File: src/pcpm_pkg.sv
// Package of constants for the PCI power state manager.
// Assumes it is compiled before every other file of the block.
//
// What this block does
// RULE1: Wake request low when status and enable set.
// RULE2: Wake request releases when either bit clears.
// RULE3: Status and enable survive PCI bus reset.
// RULE4: Status and enable clear only at power-up.
// RULE5: D1 and D2 behave exactly like D3hot.
// RULE6: Power state is D0 after power-up.
// RULE7: Power state held while PCI power lost. Reset modes 0 and 1 return it to D0 on PCI reset.
// RULE8: Low-power entry sets power-down bit three.
// RULE9: Low power rejects I/O and memory access. The block has no memory port; only I/O accesses are rejected.
// RULE10: Low power blocks bus mastering and interrupts.
// RULE11: Low power scans wake frames, freezes state.
// RULE12: No wake frame scanning in D0.
// RULE13: Wake events detected only in low power.
// RULE14: Wake sources are wake frame and link-down.
// RULE15: Wake frame counts only when enabled.
// RULE16: Wake request stays asserted back in D0.
// RULE17: Transmit clock gated when config bits are 11.
// RULE18: Wake request edges need not follow PCI clock.
// RULE19: Control/status register sits in configuration space.
// RULE20: General control bits pick PCI reset response.
// RULE21: Status bit clears on write of one.
package pcpm_pkg;

  // ----------------------------------------------------------------
  // Register offsets
  // ----------------------------------------------------------------
  localparam logic [7:0] PCPM_OFS_GEN_CTRL = 8'h0c;
  localparam logic [7:0] PCPM_OFS_XCVR_CFG = 8'h38;
  localparam logic [7:0] PCPM_OFS_PM_CSR = 8'he0;

  // ----------------------------------------------------------------
  // Field positions
  // ----------------------------------------------------------------
  localparam int PCPM_CSR_PME_STS = 15;
  localparam int PCPM_CSR_PME_EN = 8;
  localparam int PCPM_CSR_STATE_LO = 0;
  localparam int PCPM_GC_PWR_DOWN = 3;
  localparam int PCPM_GC_CLK_RESTORE = 16;
  localparam int PCPM_GC_IGNORE_RST = 17;
  localparam int PCPM_GC_WAKE_FRAME_EN = 18;
  localparam int PCPM_GC_RST_MODE_LO = 20;
  localparam int PCPM_XC_TX_GATE_LO = 14;

  // ----------------------------------------------------------------
  // Values after reset and encodings
  // ----------------------------------------------------------------
  localparam logic [31:0] PCPM_GEN_CTRL_RST = 32'h0000_0000;
  localparam logic [31:0] PCPM_XCVR_CFG_RST = 32'h0000_0000;
  localparam logic [1:0] PCPM_STATE_D0 = 2'h0;
  localparam logic [1:0] PCPM_TX_GATE_ON = 2'h3;
  localparam logic [1:0] PCPM_RST_AT_ASSERT = 2'h0;
  localparam logic [1:0] PCPM_RST_AT_RELEASE = 2'h1;
  localparam logic [23:0] PCPM_CSR_RD_MASK = 24'h00_8103;

  // ----------------------------------------------------------------
  // Power state type
  // ----------------------------------------------------------------
  typedef enum logic [1:0] {
    PCPM_D0,
    PCPM_D1,
    PCPM_D2,
    PCPM_D3HOT
  } pcpm_pstate_t;

endpackage

File: src/pcpm_sync_if.sv
// Interface between the top module and its pin input synchroniser.
// Assumes both sides run on the one system clock.
`timescale 1ns/10ps
interface pcpm_sync_if;
  logic pci_rst_n;
  logic wake_frame;
  logic link_down;
  logic pci_rst_n_s;
  logic wake_frame_s;
  logic link_down_s;
  modport top (output pci_rst_n, wake_frame, link_down,
               input pci_rst_n_s, wake_frame_s, link_down_s);
  modport sync (input pci_rst_n, wake_frame, link_down,
                output pci_rst_n_s, wake_frame_s, link_down_s);
endinterface

File: src/pcpm_pin_sync.sv
// Three-stage synchroniser for the asynchronous pin inputs.
// Assumes the pins change slowly compared to the system clock.
`timescale 1ns/10ps
module pcpm_pin_sync (
  // Clock and reset
  input wire logic i_clk_sys,
  input wire logic i_reset_n,
  // Pins in, settled levels out
  pcpm_sync_if.sync sif
);

  typedef struct packed {
    logic [2:0] s1;
    logic [2:0] s2;
    logic [2:0] s3;
    logic [2:0] lvl;
  } pcpm_sync_st_t;

  pcpm_sync_st_t st_r;
  pcpm_sync_st_t st_nxt;

  // ----------------------------------------------------------------
  // A change counts once the second and third stages agree.
  // ----------------------------------------------------------------
  always_comb begin
    st_nxt = st_r;
    st_nxt.s1 = {sif.pci_rst_n, sif.wake_frame, sif.link_down};
    st_nxt.s2 = st_r.s1;
    st_nxt.s3 = st_r.s2;
    for (int i = 0; i < 3; i++) begin
      if (st_r.s2[i] == st_r.s3[i]) begin
        st_nxt.lvl[i] = st_r.s3[i];
      end
    end
  end

  always_ff @(posedge i_clk_sys) begin
    if (!i_reset_n) begin
      st_r <= '{s1: 3'h4, s2: 3'h4, s3: 3'h4, lvl: 3'h4};
    end else begin
      st_r <= st_nxt;
    end
  end

  assign sif.pci_rst_n_s = st_r.lvl[2];
  assign sif.wake_frame_s = st_r.lvl[1];
  assign sif.link_down_s = st_r.lvl[0];

endmodule

File: src/pcpm_top.sv
// Power state manager of a PCI network controller.
// Assumes i_reset_n is the power-on reset only; PCI reset is a pin.
`timescale 1ns/10ps
module pcpm_top (
  // Clock and power-on reset
  input wire logic i_clk_sys,
  input wire logic i_reset_n,
  // Configuration space register port
  input wire logic i_cfg_wr,
  input wire logic i_cfg_rd,
  input wire logic [7:0] i_cfg_addr,
  input wire logic [31:0] i_cfg_wdata,
  output logic [31:0] o_cfg_rdata,
  output logic o_cfg_ack,
  // I/O space register port
  input wire logic i_io_wr,
  input wire logic i_io_rd,
  input wire logic [7:0] i_io_addr,
  input wire logic [31:0] i_io_wdata,
  output logic [31:0] o_io_rdata,
  output logic o_io_ack,
  output logic o_io_reject,
  // Pins from outside
  input wire logic i_pci_rst_n,
  input wire logic i_wake_frame,
  input wire logic i_link_down,
  // Wake request and gating outputs
  output logic o_wake_request_n,
  output logic o_sys_clk_gate,
  output logic o_tx_clk_gate,
  output logic o_wake_scan_en,
  output logic o_bus_master_en,
  output logic o_pci_int_en,
  output logic o_state_hold
);

  typedef struct packed {
    pcpm_pkg::pcpm_pstate_t pstate;
    logic pme_sts;
    logic pme_en;
    logic [31:0] gen_ctrl;
    logic [31:0] xcvr_cfg;
    logic prst_n_d;
    logic [31:0] cfg_rdata;
    logic cfg_ack;
    logic [31:0] io_rdata;
    logic io_ack;
    logic io_reject;
    logic wake_n;
    logic sys_gate;
    logic tx_gate;
    logic scan_en;
    logic bm_en;
    logic int_en;
  } pcpm_st_t;

  pcpm_st_t st_r;
  pcpm_st_t st_nxt;
  pcpm_sync_if sif ();

  assign sif.pci_rst_n = i_pci_rst_n;
  assign sif.wake_frame = i_wake_frame;
  assign sif.link_down = i_link_down;

  pcpm_pin_sync u_sync (
    .i_clk_sys(i_clk_sys),
    .i_reset_n(i_reset_n),
    .sif(sif)
  );

  logic low_pwr;
  logic wake_evt;
  logic [1:0] rst_mode;
  logic rst_assert_ev;
  logic rst_release_ev;
  logic [23:0] csr_view;

  // ----------------------------------------------------------------
  // Next state.
  // ----------------------------------------------------------------
  always_comb begin
    st_nxt = st_r;
    // D1, D2 and D3hot all count as the same low-power mode.
    low_pwr = (st_r.pstate != pcpm_pkg::PCPM_D0); // RULE5
    rst_mode = st_r.gen_ctrl[pcpm_pkg::PCPM_GC_RST_MODE_LO +: 2];
    rst_assert_ev = st_r.prst_n_d & ~sif.pci_rst_n_s;
    rst_release_ev = ~st_r.prst_n_d & sif.pci_rst_n_s;
    // Wake events only while in low power, from either source.
    wake_evt = low_pwr & // RULE13 RULE12
      ((sif.wake_frame_s & st_r.gen_ctrl[pcpm_pkg::PCPM_GC_WAKE_FRAME_EN]) | // RULE15 RULE11
       sif.link_down_s); // RULE14
    csr_view = pcpm_pkg::PCPM_CSR_RD_MASK & {8'h00, st_r.pme_sts, 6'h00, st_r.pme_en,
      6'h00, st_r.pstate};
    st_nxt.prst_n_d = sif.pci_rst_n_s;
    st_nxt.cfg_ack = i_cfg_wr | i_cfg_rd;
    st_nxt.cfg_rdata = 32'h0000_0000;
    st_nxt.io_ack = i_io_wr | i_io_rd;
    st_nxt.io_rdata = 32'h0000_0000;
    st_nxt.io_reject = (i_io_wr | i_io_rd) & low_pwr; // RULE9

    // Configuration space port stays live in every state.
    if (i_cfg_rd && i_cfg_addr == pcpm_pkg::PCPM_OFS_PM_CSR) begin
      st_nxt.cfg_rdata = {8'h00, csr_view}; // RULE19
    end
    if (i_cfg_wr && i_cfg_addr == pcpm_pkg::PCPM_OFS_PM_CSR) begin
      st_nxt.pstate = pcpm_pkg::pcpm_pstate_t'(i_cfg_wdata[pcpm_pkg::PCPM_CSR_STATE_LO +: 2]);
      st_nxt.pme_en = i_cfg_wdata[pcpm_pkg::PCPM_CSR_PME_EN]; // RULE2
      if (i_cfg_wdata[pcpm_pkg::PCPM_CSR_PME_STS]) begin
        st_nxt.pme_sts = 1'b0; // RULE21 RULE2
      end
    end

    // I/O space reaches the control registers only in D0.
    if (!low_pwr) begin
      if (i_io_rd) begin
        if (i_io_addr == pcpm_pkg::PCPM_OFS_GEN_CTRL) begin
          st_nxt.io_rdata = st_r.gen_ctrl;
        end else if (i_io_addr == pcpm_pkg::PCPM_OFS_XCVR_CFG) begin
          st_nxt.io_rdata = st_r.xcvr_cfg;
        end
      end
      if (i_io_wr) begin
        if (i_io_addr == pcpm_pkg::PCPM_OFS_GEN_CTRL) begin
          st_nxt.gen_ctrl = i_io_wdata;
        end else if (i_io_addr == pcpm_pkg::PCPM_OFS_XCVR_CFG) begin
          st_nxt.xcvr_cfg = i_io_wdata;
        end
      end
    end

    // Entering low power sets the power-down bit.
    if (st_nxt.pstate != pcpm_pkg::PCPM_D0 && !low_pwr) begin
      st_nxt.gen_ctrl[pcpm_pkg::PCPM_GC_PWR_DOWN] = 1'b1; // RULE8
    end

    // PCI reset response; the wake bits are never touched here.
    if (!st_r.gen_ctrl[pcpm_pkg::PCPM_GC_IGNORE_RST]) begin
      if ((rst_mode == pcpm_pkg::PCPM_RST_AT_ASSERT && rst_assert_ev) || // RULE20
          (rst_mode == pcpm_pkg::PCPM_RST_AT_RELEASE && rst_release_ev)) begin
        st_nxt.pstate = pcpm_pkg::PCPM_D0; // RULE3 RULE7
        st_nxt.gen_ctrl[pcpm_pkg::PCPM_GC_PWR_DOWN] = 1'b0;
      end
    end

    // A wake event wins over a clear in the same cycle.
    if (wake_evt) begin
      st_nxt.pme_sts = 1'b1;
    end

    // Wake request follows status and enable in every state.
    st_nxt.wake_n = ~(st_nxt.pme_sts & st_nxt.pme_en); // RULE1 RULE16 RULE18
    st_nxt.sys_gate = st_nxt.gen_ctrl[pcpm_pkg::PCPM_GC_PWR_DOWN] &
      ~st_nxt.gen_ctrl[pcpm_pkg::PCPM_GC_CLK_RESTORE]; // RULE8
    st_nxt.tx_gate = (st_nxt.xcvr_cfg[pcpm_pkg::PCPM_XC_TX_GATE_LO +: 2] ==
      pcpm_pkg::PCPM_TX_GATE_ON); // RULE17
    st_nxt.scan_en = (st_nxt.pstate != pcpm_pkg::PCPM_D0); // RULE11 RULE12
    st_nxt.bm_en = (st_nxt.pstate == pcpm_pkg::PCPM_D0); // RULE10
    st_nxt.int_en = (st_nxt.pstate == pcpm_pkg::PCPM_D0); // RULE10
  end

  // ----------------------------------------------------------------
  // State register; the power-on reset is the only clear.
  // ----------------------------------------------------------------
  always_ff @(posedge i_clk_sys) begin
    if (!i_reset_n) begin
      st_r.pstate <= pcpm_pkg::PCPM_D0; // RULE6
      st_r.pme_sts <= 1'b0; // RULE4
      st_r.pme_en <= 1'b0; // RULE4
      st_r.gen_ctrl <= pcpm_pkg::PCPM_GEN_CTRL_RST;
      st_r.xcvr_cfg <= pcpm_pkg::PCPM_XCVR_CFG_RST;
      st_r.prst_n_d <= 1'b1;
      st_r.cfg_rdata <= 32'h0000_0000;
      st_r.cfg_ack <= 1'b0;
      st_r.io_rdata <= 32'h0000_0000;
      st_r.io_ack <= 1'b0;
      st_r.io_reject <= 1'b0;
      st_r.wake_n <= 1'b1;
      st_r.sys_gate <= 1'b0;
      st_r.tx_gate <= 1'b0;
      st_r.scan_en <= 1'b0;
      st_r.bm_en <= 1'b1;
      st_r.int_en <= 1'b1;
    end else begin
      st_r <= st_nxt;
    end
  end

  // ----------------------------------------------------------------
  // Outputs straight from the state register.
  // ----------------------------------------------------------------
  assign o_cfg_rdata = st_r.cfg_rdata;
  assign o_cfg_ack = st_r.cfg_ack;
  assign o_io_rdata = st_r.io_rdata;
  assign o_io_ack = st_r.io_ack;
  assign o_io_reject = st_r.io_reject;
  assign o_wake_request_n = st_r.wake_n;
  assign o_sys_clk_gate = st_r.sys_gate;
  assign o_tx_clk_gate = st_r.tx_gate;
  assign o_wake_scan_en = st_r.scan_en;
  assign o_bus_master_en = st_r.bm_en;
  assign o_pci_int_en = st_r.int_en;
  assign o_state_hold = st_r.scan_en; // RULE11

endmodule

File: config.mk
export PLATFORM = sky130hd
export DESIGN_NAME = pcpm_top
export DESIGN_NICKNAME = d
export VERILOG_FILES = /design/src/pcpm_pkg.sv /design/src/pcpm_sync_if.sv /design/src/pcpm_pin_sync.sv /design/src/pcpm_top.sv
export SDC_FILE = /design/constraint.sdc
export NUM_CORES = 1
export LEC_CHECK = 0
export BUFFER_PORTS_ARGS = -buffer_cell sky130_fd_sc_hd__buf_2
export CAP_MARGIN = 25
export CORE_MARGIN = 5
export CORE_UTILIZATION = 45
export CTS_CLUSTER_SIZE = 28
export DETAILED_ROUTE_END_ITERATION = 8
export PLACE_DENSITY = 0.75
export SLEW_MARGIN = 20
export SYNTH_ARGS = -nofsm -noshare
export SYNTH_HDL_FRONTEND = slang
export SYNTH_SLANG_ARGS = --single-unit
export TNS_END_PERCENT = 30
File: constraint.sdc
create_clock -name i_clk_sys -period 1.48 [get_ports i_clk_sys]
set_input_delay 0.074 -clock i_clk_sys [delete_from_list [all_inputs] [get_ports i_clk_sys]]
set_output_delay 0.074 -clock i_clk_sys [all_outputs]
set_load 0.1 [all_outputs]
# [Word-level counts from Yosys, hierarchy flattened]
# Cells that the tools add are included.
[word_totals] regBits=153 output_inout_bits=74 wordCells=82
[op_classes] n_eq_ne=8 n_mux=15 n_bitwise=18 reduce_logical=16
[op_table] cell="32-bit two-way mux" n=4
[op_table] cell="49-bit two-way mux" n=2
[op_table] cell="17-bit two-way mux" n=1
[op_table] cell="8-bit by 4-bit == test with 1-bit output (second input constant)" n=1
[op_table] cell="8-bit by 6-bit == test with 1-bit output (second input constant)" n=1
[op_table] cell="8-bit == test (second input constant)" n=1
[op_table] cell="1-bit inverter" n=8
[op_table] cell="1-bit bitwise AND" n=7
[op_table] cell="2-bit nonzero test" n=3
[op_table] cell="1-bit logical AND" n=5
[op_table] cell="1-bit two-way mux" n=5
[op_table] cell="2-bit logical NOT" n=2
[op_table] cell="2-bit two-way mux" n=2
[op_table] cell="4-bit two-way mux" n=1
[op_table] cell="4-bit AND reduction" n=1
[op_table] cell="1-bit == test" n=3
[op_table] cell="1-bit bitwise OR" n=3
[op_table] cell="3-bit AND reduction" n=1
[op_table] cell="3-bit OR reduction" n=1
[op_table] cell="2-bit by 1-bit == test with 1-bit output (second input constant)" n=1
[op_table] cell="2-bit == test (second input constant)" n=1
[op_table] cell="2-bit AND reduction" n=1
[op_table] cell="1-bit logical NOT" n=1
[op_table] cell="1-bit logical OR" n=1

# [Depth between registers and ports, before layout]
[depth] ltp_word=9 mapped_depth=5 ltp_nobuf=4

# [By module]
# From an unflattened synthesis, not the netlist that was laid out.
[unflattened] cells_unflattened=549 area_unflattened_um2=5208.7
[modules_own_cells] module="pcpm_top" n_inst=1 cells_per_inst=518 area_per_inst_um2=4842.1 seq_area_each_um2=2262.2
[modules_own_cells] module="pcpm_pin_sync" n_inst=1 cells_per_inst=31 area_per_inst_um2=366.6 seq_area_each_um2=240.2

# [Worst setup path after synthesis]
# Ideal clock, no wire load.
[synth_path] path_type="reg-to-reg" startpoint="register st_r (netlist bit csr_view[0])" endpoint="register st_r[78] (netlist bit)" t_arrival_ns=1.498 t_required_ns=1.410 slack_ns=-0.089 path_stages_with_launch=6 period_less_slack_ns=1.569 cell_sequence="dfxtp_1 or3b_1 nor4_4 buf_6 nand2_1 a21boi_1"
[synth_between] elab_chain_cells=3
[synth_rtl] element="from (decl)" line_no="pcpm_top.sv:57" rtl="pcpm_st_t st_r;"
[synth_rtl] element="from (signal assigned)" line_no="pcpm_top.sv:184" rtl="st_r <= st_nxt;"
[synth_rtl] element="2-bit nonzero test" line_no="pcpm_top.sv:84" rtl="low_pwr = (st_r.pstate != pcpm_pkg::PCPM_D0);"
[synth_rtl] element="1-bit inverter (no source line)"
[synth_rtl] element="4-bit AND reduction (no source line)"
# Every way passes these cells.
# A chain may end at the register's enable or synchronous reset.

# [Worst setup path after layout]
[layout_path] startpoint="register st_r (netlist bit csr_view[0])" endpoint="register st_r[93] (netlist bit)"
# Same word-level chain as after synthesis.

==> key figures <==
Run status
  • Outcome: finished with violations
  • Failing checks: negative setup slack

Timing
  • Max Freq: 0.6488 GHz
  • RSZ-0062 raised after global routing: yes
  • Period utilization: 104.1%
  • Final hold vios: 0
  • Slew Viols, Final: 0
  • Setup slack after layout: -61.21 ps
  • WHS: 117.6 ps
  • Clk_skew: 8.932 ps
  • Minimum clock period: 1541 ps
  • Setup Viol. Count Final: 29
  • Setup TNS: -1132 ps

Placement
  • Half-perimeter wire length after placement: 7.948 mm
  • Dpl cell area: 5445 um2
  • Final GP Congestion: 0.8032
  • Port buffer count: 106
  • Pre-CTS setup slack: -164.8 ps

Setup path
  • Startpoint types: flip-flop
  • Largest fanout on the critical path: 7
  • CP arrival: 1990 ps
  • Crit-path cells: or3b_4 -> nor4_4 -> buf_6 -> buf_12 -> nand2_2 -> a21boi_2
  • Critical path's top delay family: simple AND/OR/NAND/NOR gates
  • Worst R2R Path Depth: 6
  • Worst reg2reg startpoint: csr_view[0]
  • Reg2Reg Setup Slack: -60 ps
  • CP Class: flip-flop to flip-flop
  • Reg2reg end: st_r[93]
  • Worst path slowest cell: or3b_4
  • Worst path bufs/invs: 2
  • Crit path required time: 1930 ps
  • Crit. End Element: flip-flop
  • Max incr delay on CP: 420 ps

Yosys
  • Gate Count Post-Synth: 548
  • Yosys cell types: 40
  • Cell area after synthesis: 4984 um2
  • Warnings, synthesis: 0
  • Post-Syn Area per Cell: 9.094 um2
  • Yosys reg bits: 125
  • Register area share after synthesis: 50.21%

Detailed routing
  • Via count: 4211
  • DR pass1 iterations: 4
  • Vias per std cell: 5.043
  • Residual DRC: 0
  • Detail Route Antenna Nets: 0
  • DR WL/cell: 16.25 um
  • Routed wire length: 13.57 mm
  • Iter 0 DRT Violations: 312

Clocking
  • Clk Tree Root Cell: clkbuf_8
  • Maximum clock insertion buffer count: 2
  • Worst-Skew Late Latency: 520 ps
  • CTS tree: built
  • Reg clk slew, reported paths: 60 ps
  • Clock Sinks: 125
  • Cts bufs inserted: 17
  • CTS H-tree depth: 4

Global routing
  • Global-route wire length before repair: 20.53 mm
  • Initial antenna violation count: 1
  • Total GRT Usage: 20.10%
  • Vias in the first global route: 4434
  • Remaining global-route overflow: 0
  • Largest net degree at the start of global routing: 44

Layout
  • Fraction of layout instances using a drive strength above 1: 30.94%
  • Finished Cell Area: 6912 um2
  • # diodes: 0
  • FF+latch area: 2505 um2
  • Area grow syn2layout: 38.69%
  • Most frequent cells in the layout: dfxtp_1 (123), nand2_1 (112), buf_2 (106)
  • Multi-input logic area: 2133 um2
  • Fill cell count: 836
  • Most common cell after layout, fill and taps aside: dfxtp_1
  • # nets final: 771

Min path
  • Hold Crit Depth: 6
  • Worst Hold End: csr_view[15]
  • Hold Crit Class: input pin to flip-flop
  • Hold_sp: i_cfg_addr[3]

Floorplanning
  • Initial Util: 45.97%
  • Die X: 115.2 um
  • CORE AREA: 10840 um2
  • Die Ht: 115.2 um
  • Number of I/O pins: 163
  • Die ar.: 13280 um2
  • Row cnt: 38

Job
  • Max-cap violations: 0

Power and ir drop
  • Psw: 0.002026 W
  • Internal cell power: 0.006719 W
  • Combinational Power Share: 8.2%
  • Sequential share of power: 38.8%
  • Clock share of power: 53.0%
  • Maximum vdd drop: 0.8810 mV
  • Power per cell area: 1265 nW/um2
  • Static leakage: 2.836 nW
  • Sw frac: 23.17%
==> worst register-to-register path: cells and delay by family (launching register included) <==
kind,cells,cell delay (ps)
AOI/OAI and AO/OA,1,130
buffers and inverters,2,370
DFF,1,320
and+or+nand+nor,3,650
==> worst max path at each step <==
stage                      from         to  slack, ps  depth (start not counted)
global route        csr_view[0]  st_r[109]       -120                          5
floorplan           csr_view[1]   st_r[78]        -60                          5
CTS                 csr_view[0]  st_r[109]        -80                          4
global placement    csr_view[1]   st_r[98]       -110                          6
detailed placement  csr_view[1]   st_r[77]       -160                          6
finish              csr_view[0]   st_r[93]        -60                          6
==> flip-flops by register name, summed over array words and instances (netlist names), 2 cells and up <==
name and count:
o_io_rdata 32, st_r 63, csr_view 4, rst_mode 2, o_cfg_rdata 4, u_sync.st_nxt 6
u_sync.st_r 3
==> cell usage after synthesis <==
library cell	n	share of area (%)
or4b_4	1	0.28
nor4_2	1	0.25
a21oi_1	5	0.50
nor2_1	38	2.9
nor4_4	1	0.43
and3b_1	2	0.35
o21ai_0	4	0.40
mux2i_1	4	0.80
a21boi_1	30	4.5
mux2_2	1	0.23
dfxtp_1	125	50
buf_6	3	0.68
nand4_1	3	0.38
or3b_1	1	0.18
nor3_1	1	0.10
a211oi_1	1	0.15
o31ai_1	1	0.15
nor3_2	2	0.40
a22oi_1	32	4.8
nand3_1	4	0.40
nand2b_1	4	0.50
a211oi_2	1	0.25
nor4_1	1	0.13
or3b_2	2	0.35
nor2b_1	4	0.50
and2_1	11	1.4
or2_2	1	0.13
and4_1	2	0.35
clkbuf_1	18	1.4
nor3b_1	1	0.15
a21boi_0	35	5.3
conb_1	1	0.075
and4b_1	1	0.20
o21a_1	2	0.30
buf_2	9	0.90
nand3b_1	1	0.15
nor4b_2	1	0.30
a211o_1	1	0.18
nand2_1	126	9.5
buf_4	66	9.9
==> kinds of logic after synthesis <==
kind of cell           count (synthesis)  synth area share [%]
and+or+nand+nor                      209                 19.26
DFF                                  125                 50.21
AOI/OAI and AO/OA                    112                 16.55
buffers and inverters                 96                 12.88
muxes                                  5                 1.029
other                                  1               0.07525
==> through the flow <==
step                      cells  total power [W]  util [%]
after detailed placement    750         0.004051     50.23
after global routing        835         0.008979     63.76
after global placement      750         0.004044     50.23
final                       835         0.008744     63.76
after CTS                   830         0.008785     61.38
after floorplan             575         0.003948         -
==> power groups by stage <==
stage,logic (W),clock network (W),registers [W]
4_1_cts,0.000690,0.00471,0.00339
2_1_floorplan,0.000460,0,0.00349
3_3_place_gp,0.000584,0,0.00346
5_1_grt,0.000750,0.00484,0.00339
3_5_place_dp,0.000590,0,0.00346
6_report,0.000717,0.00464,0.00339
==> per-layer routing <==
layer  vias to the layer above  wire (um)  track usage [%]
met5                         -         13                0
met4                         2        427            11.74
met3                        39        753            6.158
met2                       125       7190            35.88
met1                      2040       5185            20.65
li1                       2005          -                -
==> final cells by class <==
class,instances,share of cell area [%]
flip-flops and latches,125,36.24
multi-input cells,354,30.87
repair buffers,184,20.67
clock buffers,18,6.191
clock inverters,14,3.494
well taps,140,2.534
==> what timing repair did <==
item                                    in CTS  in global routing
hold buffers                                47                  0
cloned                                       1                  3
gates resized for setup                     16                 47
pin swaps                                    6                 14
setup buffers                                0                  2
endpoints found under the setup margin      66                 63
hold endpoints to repair                    79                  0
Note: power is estimated with default switching activity, not from simulation.
